File: config.mk
export PLATFORM = sky130hd
export DESIGN_NAME = asmp_port
export DESIGN_NICKNAME = d
export VERILOG_FILES = /design/src/core/asmp_pkg.sv /design/src/core/asmp_sync3.sv /design/src/core/asmp_port.sv
export SDC_FILE = /design/constraint.sdc
export NUM_CORES = 1
export LEC_CHECK = 0
export ABC_AREA = 1
export BUFFER_PORTS_ARGS = -buffer_cell sky130_fd_sc_hd__buf_2
export CORE_MARGIN = 1
export CORE_UTILIZATION = 49
export DETAILED_ROUTE_END_ITERATION = 16
export HOLD_SLACK_MARGIN = 0.12
export PLACE_DENSITY = 0.76
export SKIP_LAST_GASP = 1
export SYNTH_ARGS = -nofsm -noshare
export SYNTH_HDL_FRONTEND = slang
export SYNTH_SLANG_ARGS = --single-unit
File: constraint.sdc
create_clock -name clk_sys_i -period 1.79 [get_ports clk_sys_i]
set_input_delay 0.179 -clock clk_sys_i [delete_from_list [all_inputs] [get_ports clk_sys_i]]
set_output_delay 0.179 -clock clk_sys_i [all_outputs]
set_load 0.02 [all_outputs]
File: src/core/asmp_pkg.sv
// Package with constants and types of the async static memory port
package asmp_pkg;
    localparam int          ADDR_W        = 25;
    localparam int          DATA_W        = 16;
    localparam int          SEL_W         = 4;
    localparam int          BE_W          = 2;
    localparam int          CNT_W         = 8;
    // Phase lengths in cycles of clk_sys_i (8 ns)
    localparam logic [7:0]  SETUP_CYC     = 8'h02;
    localparam logic [7:0]  ACCESS_CYC    = 8'h04;
    localparam logic [7:0]  HOLD_CYC      = 8'h01;
    localparam logic [1:0]  BE_ALL        = 2'h0;
    localparam logic [1:0]  BE_NONE       = 2'h3;
    localparam logic [3:0]  SEL_NONE      = 4'hf;
    localparam logic [15:0] DATA_RST      = 16'h0000;
    localparam logic [24:0] ADDR_RST      = 25'h0000000;

    typedef enum logic [4:0] {
        ST_IDLE   = 5'b00001,
        ST_SETUP  = 5'b00010,
        ST_ACCESS = 5'b00100,
        ST_WAIT   = 5'b01000,
        ST_HOLD   = 5'b10000
    } asmp_state_t;
endpackage : asmp_pkg

File: src/core/asmp_sync3.sv
// Three-stage input synchroniser with agreement filter
module asmp_sync3
(
    input  wire logic clk_sys_i,
    input  wire logic rst_n_i,
    input  wire logic async_i,
    output logic      level_o
);
    logic [2:0] stage_reg;

    // Stage 0 feeds only stage 1; level moves when stages 1 and 2 agree
    always_ff @(posedge clk_sys_i)
    begin
        if (!rst_n_i)
        begin
            stage_reg <= 3'h0;
            level_o   <= 1'b0;
        end
        else
        begin
            stage_reg <= {stage_reg[1:0], async_i};
            if (stage_reg[1] == stage_reg[2])
            begin
                level_o <= stage_reg[2];
            end
        end
    end
endmodule : asmp_sync3

File: src/core/asmp_port.sv
// Async static memory port controller
// Behaviour
// RULE1 - Drive the 25-line address bus, bits 0 to 24.
// RULE2 - Upper-byte write: byte lane enable 1 low, enable 0 high.
// RULE3 - Lower-byte write: byte lane enable 1 high, enable 0 low.
// RULE4 - Four active-low memory select outputs, one per memory device.
// RULE5 - Read: output enable strobe asserts from start of setup period.
// RULE6 - Read strobe asserts at the start of each read access.
// RULE7 - Write strobe asserted for the whole access period only.
// RULE8 - Memory ready input holds the access; no new transfer until ready.
// RULE9 - Sixteen-line bidirectional data bus for reads and writes.
// RULE10 - Drive data bus only on writes; release it during reads.
module asmp_port
    import asmp_pkg::*;
(
    input  wire logic                    clk_sys_i,
    input  wire logic                    rst_n_i,
    input  wire logic                    req_valid_i,
    input  wire logic                    req_write_i,
    input  wire logic [asmp_pkg::ADDR_W-1:0] req_addr_i,
    input  wire logic [asmp_pkg::BE_W-1:0]   req_byte_i,
    input  wire logic [asmp_pkg::SEL_W-1:0]  req_sel_i,
    input  wire logic [asmp_pkg::DATA_W-1:0] req_wdata_i,
    output logic                         req_ready_o,
    output logic                         rsp_valid_o,
    output logic [asmp_pkg::DATA_W-1:0]  rsp_rdata_o,
    output logic [asmp_pkg::ADDR_W-1:0]  ext_addr_bus_o,
    output logic [asmp_pkg::BE_W-1:0]    byte_lane_enable_n_o,
    output logic [asmp_pkg::SEL_W-1:0]   mem_select_n_o,
    output logic                         output_enable_strobe_n_o,
    output logic                         read_strobe_n_o,
    output logic                         write_strobe_n_o,
    input  wire logic                    async_ready_in_i,
    input  wire logic [asmp_pkg::DATA_W-1:0] ext_data_bus_i,
    output logic [asmp_pkg::DATA_W-1:0]  ext_data_bus_o,
    output logic                         ext_data_bus_oe_o
);
    import asmp_pkg::*;

    asmp_state_t        state_reg;
    asmp_state_t        state_next;
    logic [CNT_W-1:0]   cnt_reg;
    logic               write_reg;
    logic [DATA_W-1:0]  din_reg;
    logic               ready_sync;

    // Ready is a pin: filtered before it may steer the sequencer
    asmp_sync3 u_ready_sync
    (
        .clk_sys_i (clk_sys_i),
        .rst_n_i   (rst_n_i),
        .async_i   (async_ready_in_i),
        .level_o   (ready_sync)
    );

    function automatic logic [BE_W-1:0] lane_code(input logic [BE_W-1:0] bytes);
        // Active-low lanes: upper only gives 01, lower only 10
        lane_code = ~bytes;
    endfunction : lane_code

    wire take_req   = state_reg[0] & req_valid_i;
    wire cnt_done   = (cnt_reg == 8'h01);
    wire access_end = state_reg[2] & cnt_done;
    wire access_go  = access_end & ready_sync;
    // A zero enable mask would write nothing, so it means both lanes
    wire [BE_W-1:0] lanes = (req_byte_i == 2'h0) ? 2'h3 : req_byte_i;

    always_comb
    begin
        state_next = state_reg;
        case (state_reg)
            ST_IDLE:   if (req_valid_i) state_next = ST_SETUP;
            ST_SETUP:  if (cnt_done) state_next = ST_ACCESS;
            // RULE8 wait on ready
            ST_ACCESS: if (access_end) state_next = ready_sync ? ST_HOLD : ST_WAIT;
            ST_WAIT:   if (ready_sync) state_next = ST_HOLD;
            ST_HOLD:   if (cnt_done) state_next = ST_IDLE;
            default:   state_next = ST_IDLE;
        endcase
    end

    wire wait_go = state_reg[3] & ready_sync;

    always_ff @(posedge clk_sys_i)
    begin
        if (!rst_n_i)
        begin
            state_reg <= ST_IDLE;
            cnt_reg   <= 8'h00;
        end
        else
        begin
            state_reg <= state_next;
            if (take_req)
                cnt_reg <= SETUP_CYC;
            else if (state_reg[1] & cnt_done)
                cnt_reg <= ACCESS_CYC;
            else if (access_go | wait_go)
                cnt_reg <= HOLD_CYC;
            else if (cnt_reg != 8'h00)
                cnt_reg <= cnt_reg - 8'h01;
        end
    end

    // Strobe levels for the next cycle, so outputs come straight from flops
    wire rd_next = ~write_reg;
    wire in_setup_n  = (state_next == ST_SETUP);
    wire in_access_n = (state_next == ST_ACCESS) | (state_next == ST_WAIT);
    wire busy_n      = (state_next != ST_IDLE);
    wire rd_pend     = take_req ? ~req_write_i : rd_next;

    always_ff @(posedge clk_sys_i)
    begin
        if (!rst_n_i)
        begin
            write_reg                <= 1'b0;
            ext_addr_bus_o           <= ADDR_RST;
            byte_lane_enable_n_o     <= BE_NONE;
            mem_select_n_o           <= SEL_NONE;
            output_enable_strobe_n_o <= 1'b1;
            read_strobe_n_o          <= 1'b1;
            write_strobe_n_o         <= 1'b1;
            ext_data_bus_o           <= DATA_RST;
            ext_data_bus_oe_o        <= 1'b0;
            req_ready_o              <= 1'b0;
            rsp_valid_o              <= 1'b0;
            rsp_rdata_o              <= DATA_RST;
            din_reg                  <= DATA_RST;
        end
        else
        begin
            req_ready_o <= (state_next == ST_IDLE) & ~take_req;
            rsp_valid_o <= state_reg[4] & cnt_done;
            din_reg     <= ext_data_bus_i;
            if (take_req)
            begin
                write_reg            <= req_write_i;
                // RULE1 latch address
                ext_addr_bus_o       <= req_addr_i;
                // RULE2 RULE3 lane enables
                byte_lane_enable_n_o <= req_write_i ? lane_code(lanes) : BE_ALL;
                // RULE4 select every device whose req_sel_i bit is set
                mem_select_n_o       <= ~req_sel_i;
                ext_data_bus_o       <= req_wdata_i;
            end
            else if (!busy_n)
            begin
                mem_select_n_o       <= SEL_NONE;
                byte_lane_enable_n_o <= BE_NONE;
            end
            // RULE5 oe from setup
            output_enable_strobe_n_o <= ~(rd_pend & (in_setup_n | in_access_n));
            // RULE6 read strobe
            read_strobe_n_o          <= ~(rd_pend & in_access_n);
            // RULE7 write in access only
            write_strobe_n_o         <= ~(~rd_pend & in_access_n);
            // RULE10 drive only writes
            ext_data_bus_oe_o        <= ~rd_pend & busy_n;
            // RULE9 capture read data
            if (access_go | wait_go)
                rsp_rdata_o <= write_reg ? rsp_rdata_o : din_reg;
        end
    end
endmodule : asmp_port

==> results.tsv, run 1 <==
stage	metric	value	unit
run_status	outcome	complete, no violations	
timing	Achievable Freq	611	MHz
timing	Min Clock Period, post-route	1.64	ns
global_route	gr usage total	0.256	
timing	Slew @ Worst Pin	0.712	ns
synth	Compound-Gate Fraction of Synth Area	0.120	
power	overall power	0.00586	W
synth	Synth Area in XOR/XNOR	0.0139	
timing	RSZ-0062 raised after global routing	no	
placement	dpl ws	0.0870	ns
final_layout	Final Non-Filler Cells	771	
critical_path	Top Family by Delay on Critical Path	simple AND/OR/NAND/NOR gates	
critical_path	critical path startpoint category	flip-flop	
die	Top Ports	137	
route	via count	3785	
clocking	Root Driver	clkbuf_8	
synth	synthesized area	0.00378	mm2
power	pwr dens	1090	mW/mm2
final_layout	Layout Nets	738	
global_route	largest net degree at the start of global routing	85	
critical_path	CP max-delay cell	dfxtp_1	
critical_path	crit path capture type	flip-flop	
clocking	htree depth	3	
route	# DRC	0	
timing	Fin. Hold Viols	0	
global_route	initial antenna violation count	0	
synth	Yosys reg bits	103	
route	Detailed Route Iter0 Violations	178	
final_layout	fraction of layout cells with a size suffix above 1	0.250	
die	Die Wd	89.9	um
global_route	vias in the first global route	3733	
synth	main combinational cell family by area after synthesis	simple AND/OR/NAND/NOR gates	
critical_path	CP max stage delay	0.32	ns
timing	setup violators final	0	
global_route	first-pass GRT wire length	16900	um
timing	Setup TNS Final	0	ns
die	FP Rows	31	
final_layout	Non-Filler Cell Area, Final	0.00537	mm2
clocking	CTS tree	yes	
critical_path	Crit Path Class	flip-flop to flip-flop	
clocking	post-CTS setup repair buffer count	0	
clocking	Bufs on Longest Clock Path	2	
timing	worst rel slew slack	0.526	
synth	Adder-Cell Fraction of Synth Area	0.00992	
final_layout	Most flops, register	ext_addr_bus_o	
clocking	register clock-pin slew on the reported worst setup and hold paths	0.10	ns
power	total leakage power	2.64	nW
synth	Post-Synth Simple-Gate Area	0.226	
placement	Final GP Congestion	0.882	
clocking	Clk Latency, worst-skew pair	0.36	ns
critical_path	CP arrival	1.89	ns
synth	Syn Inst Count	477	
critical_path	Crit path top cell by count	nand2_4	
synth	Avg Cell Area, Syn	7.93	um2
final_layout	P&R area growth vs syn	41.8	%
synth	Synthesis Warnings	0	
synth	mux cell area share after synthesis	0	
clocking	clock sink count	103	
die	initial core utilization	0.513	
placement	port buffer count	136	
route	final WL	10300	um
critical_path	CP max FO	16	
final_layout	Largest register FFs	25	
critical_path	Worst Path Required	2.04	ns
synth	post-synth cell types	30	
synth	Mapped Nets	548	
placement	DP Area	0.00452	mm2
hold_path	worst hold path type	input port to flip-flop	
clocking	CTS buffer count	9	
synth	sequential-to-total area share from yosys stat	0.545	
route	detail-routed via count per cell	4.91	
global_route	gr ovfl total	0	
route	Wirelength per Cell	13.3	um
placement	Placed Cells incl. Taps	694	
route	antenna viol nets, final	0	
final_layout	n_diodes	0	
die	die area	0.00807	mm2
critical_path	CP bufs+invs	2	
route	first drt pass iteration count	5	
placement	Detailed Place HPWL	5980	um
timing	max-slew violation count	0	
final_layout	filler instances	547	
die	die height	89.9	um
timing	Layout Skew	0.0106	ns
die	CORE AREA	0.00737	mm2
timing	Setup WS post-layout	0.153	ns
critical_path	crit-path cells	inv_1, ha_1, nand2_4, nor2_4, inv_2, nand2_4, nand3_4, o21ai_0, a21oi_1	
power	Peak VDD IR	0.635	mV
flow_run	max-cap viol count	0	
timing	final period utilization	0.914	
[worst reg2reg max path, stage by stage (launching register included)]
cell and delay [ns]:
dfxtp_1 0.32, inv_1 0.11, ha_1 0.21, nand2_4 0.07
nor2_4 0.16, inv_2 0.10, nand2_4 0.11, nand3_4 0.18
o21ai_0 0.21, a21oi_1 0.06
[synthesized netlist by cell type]
cell / number / area share
a211oi_1: 1 / 0.0020
buf_6: 3 / 0.0089
nand3_1: 13 / 0.017
clkinv_1: 1 / 0.00099
a21oi_1: 24 / 0.032
nor2_2: 1 / 0.0017
nand3_4: 1 / 0.0046
and2_1: 1 / 0.0017
o21ai_1: 15 / 0.020
nand2_1: 54 / 0.054
nand2_4: 2 / 0.0060
dfxtp_1: 103 / 0.55
nand3b_1: 1 / 0.0020
nor3_1: 2 / 0.0026
a22oi_1: 1 / 0.0020
o21ai_0: 46 / 0.061
inv_2: 2 / 0.0020
nand2_2: 2 / 0.0033
xnor2_1: 1 / 0.0023
nor2_1: 107 / 0.11
nand3_2: 1 / 0.0026
nand4_1: 11 / 0.018
buf_2: 5 / 0.0066
ha_1: 3 / 0.0099
nor2_4: 2 / 0.0060
inv_1: 53 / 0.053
xor2_1: 5 / 0.012
clkbuf_1: 14 / 0.014
o22ai_1: 1 / 0.0017
a21oi_2: 1 / 0.0023
[final timing paths]
kind                                                 from                         to  slack [ns]  cells after the start
worst max register to register                 cnt_reg[1]            rsp_rdata_o[15]        0.15                      9
worst min-delay path                       req_wdata_i[7]          ext_data_bus_o[7]        0.12                      3
worst min register to register  u_ready_sync.stage_reg[0]  u_ready_sync.stage_reg[1]        0.43                      2
worst max-delay path                           cnt_reg[1]            rsp_rdata_o[15]        0.15                      9
[kinds of logic after synthesis]
kind of cell / count (synthesis)
xor gates and xnor gates: 6
adders and majority gates: 3
DFF: 103
AOI/OAI and AO/OA: 89
buffers and inverters: 78
and+or+nand+nor: 198
[cell usage in the layout, fill, tap and decap left out, types with 2 or more instances in the layout]
cell | Yosys | routed
o21ai_0 | 46 | 46
clkbuf_8 | 0 | 9
inv_1 | 53 | 53
nand2_1 | 54 | 54
nand2_2 | 2 | 2
nand4_1 | 11 | 11
nand3_4 | 1 | 2
bufinv_16 | 0 | 2
nor2_4 | 2 | 2
nand2_4 | 2 | 2
nand3_1 | 13 | 13
o21ai_1 | 15 | 15
clkinv_4 | 0 | 2
nor3_1 | 2 | 2
xor2_1 | 5 | 5
ha_1 | 3 | 3
buf_4 | 0 | 3
a21oi_1 | 24 | 24
nor2_1 | 107 | 107
dfxtp_1 | 103 | 103
buf_2 | 5 | 136
inv_2 | 2 | 2
dlygate4sd3_1 | 0 | 60
[metal layers]
metal / part of all wire / GRT usage
met4: 0.031 / 0.112
met2: 0.51 / 0.469
met3: 0.056 / 0.0516
met5: 0 / 0
met1: 0.40 / 0.287
[where the power goes]
group	internal (W)	leakage, nW	total [W]	switching (W)
registers	0.00252	0.849	0.00268	0.000151
clock network	0.000801	0.112	0.00159	0.000785
logic	0.000627	1.68	0.00160	0.000969
total	0.00395	2.64	0.00586	0.00191
[final cells by class]
class | instances | area [um2] | share of cell area
Clock inverter | 6 | 93.8 | 0.0175
Multi-Input combinational cell | 297 | 1420 | 0.265
Sequential cell | 103 | 2060 | 0.384
Clock buffer | 10 | 128 | 0.0238
Inverter | 56 | 210 | 0.0392
Timing Repair Buffer | 200 | 1320 | 0.247
Tap cell | 99 | 124 | 0.0231
[stage by stage]
step / hold slack, ns / util
final: 0.119 / 0.728
after global routing: 0.141 / 0.728
after CTS: 0.124 / 0.725
after detailed placement: 0.363 / 0.613
after global placement: 0.359 / 0.613
after floorplan: 0.277 / -
[what timing repair did]
item,CTS,global route
endpoints found under the setup margin,0,22
endpoints found under the hold margin,60,0
hold buffers,60,0
gates resized for setup,0,2
Power figures use the tool's default switching activity.
==> run 2: changes to the inputs <==
Settings changed: ABC_AREA 1 to default.
==> run 2 against run 1 <==
  * Clock power shrank 3%
  * Register-to-register slack lost 0.13 ns
  * Clock-buffer cell count is the same
  * First-iteration DRC count shrank 5.6%
  * Combinational power shrank 12%
  * Setup slack lost 0.13 ns
  * Maximum frequency shrank 7.3%
  * Critical endpoint is now rsp_rdata_o[14]
  * Largest power group unchanged
==> results.tsv, run 2 <==
stage	metric	value	unit	change
run_status	outcome	complete, no violations		
final_layout	commonest non-fill, non-tap cell in the layout	buf_2		
global_route	GR peak layer	met2		
clocking	CTS tree	yes		
synth	synthesized area	0.00385	mm2	+1.9%
timing	Hold Slack	0.141	ns	+0.0218 ns
final_layout	fraction of layout cells with a size suffix above 1	0.289		+0.0391
power	pwr dens	1000	mW/mm2	-8.2%
synth	Mapped Nets	504		-8.0%
route	final WL	11000	um	+6.7%
final_layout	Non-Filler Cell Area, Final	0.00556	mm2	+3.7%
clocking	htree depth	3		unchanged
die	initial core utilization	0.520		+0.00677
synth	Yosys top cell by area	dfxtp_1		
synth	Avg Cell Area, Syn	8.90	um2	+12%
synth	Synth top cells by count	nand2_1 (123), dfxtp_1 (103), a21oi_1 (49)		
global_route	M3 GR Usage	0.0539		+0.00226
placement	port buffer count	136		unchanged
synth	Yosys reg bits	103		unchanged
global_route	initial antenna violation count	0		unchanged
critical_path	Crit Path Class	flip-flop to flip-flop		
synth	most frequent cell after synthesis	nand2_1		
critical_path	Worst Path Required	2.09	ns	+0.05 ns
die	die height	90.7	um	+0.90%
synth	ys async rst share	0		unchanged
critical_path	crit path capture type	flip-flop		
timing	RSZ-0062 raised after global routing	yes		
critical_path	CP max FO	8		-8
critical_path	worst r2r dst	rsp_rdata_o[14]		
synth	Synth top area share	0.535		-0.00992
final_layout	Layout Nets	699		-5.3%
route	first drt pass iteration count	5		unchanged
die	Die Wd	90.7	um	+0.90%
placement	Detailed Place HPWL	6470	um	+8.1%
final_layout	Final Non-Filler Cells	732		-5.1%
die	die area	0.00822	mm2	+1.8%
die	Top Ports	137		unchanged
power	Peak VDD IR	0.618	mV	-2.7%
final_layout	P&R area growth vs syn	44.4	%	
route	# DRC	0		unchanged
clocking	Bufs on Longest Clock Path	2		unchanged
synth	sequential-to-total area share from yosys stat	0.535		-0.00992
critical_path	CP arrival	2.07	ns	+0.18 ns
final_layout	n_diodes	0		unchanged
route	Detailed Route Iter0 Violations	168		-5.6%
timing	worst rel slew slack	0.669		+0.144
timing	Layout Skew	0.0121	ns	+0.00149 ns
clocking	Root Driver	clkbuf_8		
critical_path	RR Startpoint	cnt_reg[1]		
global_route	first-pass GRT wire length	17400	um	+3.2%
synth	EDFF count, synth	0		unchanged
global_route	gr ovfl total	0		unchanged
timing	final period utilization	0.986		+0.0717
critical_path	critical path startpoint category	flip-flop		
synth	Synth area leaders	dfxtp_1 (54%), nand2_1 (12%), a21oi_1 (6.4%)		
route	Wirelength per Cell	15.0	um	+12%
global_route	vias in the first global route	3693		-1.1%
synth	Syn Inst Count	433		-9.2%
clocking	register clock-pin slew on the reported worst setup and hold paths	0.11	ns	about the same
die	CORE AREA	0.00741	mm2	+0.53%
placement	Placed Cells incl. Taps	648		-6.6%
critical_path	r2r setup slk	0.02	ns	-0.13 ns
flow_run	max-cap viol count	0		unchanged
global_route	largest net degree at the start of global routing	55		-35%
power	total leakage power	2.47	nW	-6.4%
route	detail-routed via count per cell	5.16		+5.0%
synth	Post-synth top flop	dfxtp_1		
final_layout	most frequent cells in the layout	buf_2 (136), nand2_1 (123), dfxtp_1 (101)		
final_layout	Largest register FFs	25		unchanged
critical_path	Reg2Reg Depth	7		-2
final_layout	Most flops, register	ext_addr_bus_o		
timing	Achievable Freq	567	MHz	-7.3%
timing	max-slew violation count	0		unchanged
synth	Synthesis Warnings	0		unchanged
timing	setup violators final	0		unchanged
timing	Min Clock Period, post-route	1.77	ns	+0.128 ns
hold_path	Hold Path Sink	state_reg[0]		
hold_path	hold_sp	rst_n_i		
timing	Fin. Hold Viols	0		unchanged
synth	post-synth cell types	49		+63%
timing	Slew @ Worst Pin	0.483	ns	-0.228 ns
placement	Final GP Congestion	0.840		-4.7%
route	via count	3775		-0.26%
global_route	gr usage total	0.265		+0.00887
clocking	Clk Latency, worst-skew pair	0.37	ns	about the same
clocking	CTS buffer count	9		unchanged
hold_path	Hold Path Stages	2		-1
global_route	met1 usage	0.307		+0.0200
timing	Setup TNS Final	0	ns	unchanged
die	FP Rows	31		unchanged
placement	DP Area	0.00462	mm2	+2.4%
hold_path	worst hold path type	input port to flip-flop		
clocking	clock sink count	103		unchanged
global_route	met2 Use GR	0.457		-0.0115
route	antenna viol nets, final	0		unchanged
## run 2: changes by cell type in the layout (fill, tap and decap cells not counted), moves of 10 or more
cell,before,now
a21oi_1,24,49
and2_1,1,20
o21ai_0,46,6
mux2i_1,0,17
nand2_1,54,123
nand3_1,13,3
inv_1,53,2
nor2_1,107,7
o21ai_1,15,0
## run 2: what timing repair did
item,in CTS,in global routing
gates resized for setup,1,8
pin swaps,0,2
endpoints found under the setup margin,16,30
hold buffers,62,0
buffers inserted,2,3
hold endpoints to repair,62,0
gates cloned,0,1
## run 2: cells by family after synthesis
group,after synthesis,synth area share
adders and majority gates,3,0.00974
DFF,103,0.535
muxes,17,0.0442
AOI/OAI and AO/OA,77,0.120
and+or+nand+nor,194,0.238
buffers and inverters,33,0.0396
xor gates and xnor gates,6,0.0136
## run 2: routing by layer
layer  share of wire  routed length (um)
met1            0.40                4410
met2            0.51                5630
met3           0.052                 567
met4           0.035                 384
met5               0                   0
## run 2: report_power, final
group | leakage [nW] | total (W) | internal [W] | switching [W]
sequential | 0.846 | 0.00261 | 0.00247 | 0.000148
clock | 0.109 | 0.00155 | 0.000708 | 0.000844
combinational | 1.52 | 0.00141 | 0.000650 | 0.000762
total | 2.47 | 0.00558 | 0.00382 | 0.00175
## run 2: worst max-delay path by stage
stage          cells past startpoint        from                end  slack (ns)
3_3_place_gp                       7  cnt_reg[1]    rsp_rdata_o[12]        0.11
5_1_grt                            7  cnt_reg[1]    rsp_rdata_o[14]       -0.06
3_5_place_dp                       7  cnt_reg[1]     rsp_rdata_o[5]       -0.05
6_report                           7  cnt_reg[1]    rsp_rdata_o[14]        0.02
4_1_cts                            7  cnt_reg[1]  ext_data_bus_oe_o        0.03
2_1_floorplan                      8  cnt_reg[1]    rsp_rdata_o[10]        0.11
## run 2: critical path, cell delays in order (launching register included)
cell	delay (ns)
dfxtp_2	0.35
inv_4	0.07
ha_4	0.13
nor3b_4	0.25
a31oi_4	0.14
nor3b_4	0.34
clkbuf_16	0.23
mux2i_1	0.20
## run 2: area by class of cell
| class | instances | area (um2) |
|---|---|---|
| clock inverter | 6 | 76.3 |
| timing repair buffer | 213 | 1460 |
| sequential | 103 | 2060 |
| tap | 99 | 124 |
| fill | 539 | 1850 |
| inverter | 4 | 17.5 |
| multi-input combinational | 297 | 1690 |
| clock buffer | 10 | 138 |
## run 2: stage by stage
stage                     worst slack (ns)   util  power, W
after global placement               0.107  0.624   0.00377
after global routing               -0.0638  0.751   0.00584
final                               0.0248  0.751   0.00558
after CTS                           0.0284  0.740   0.00548
after detailed placement           -0.0482  0.624   0.00382
after floorplan                      0.110      -   0.00345
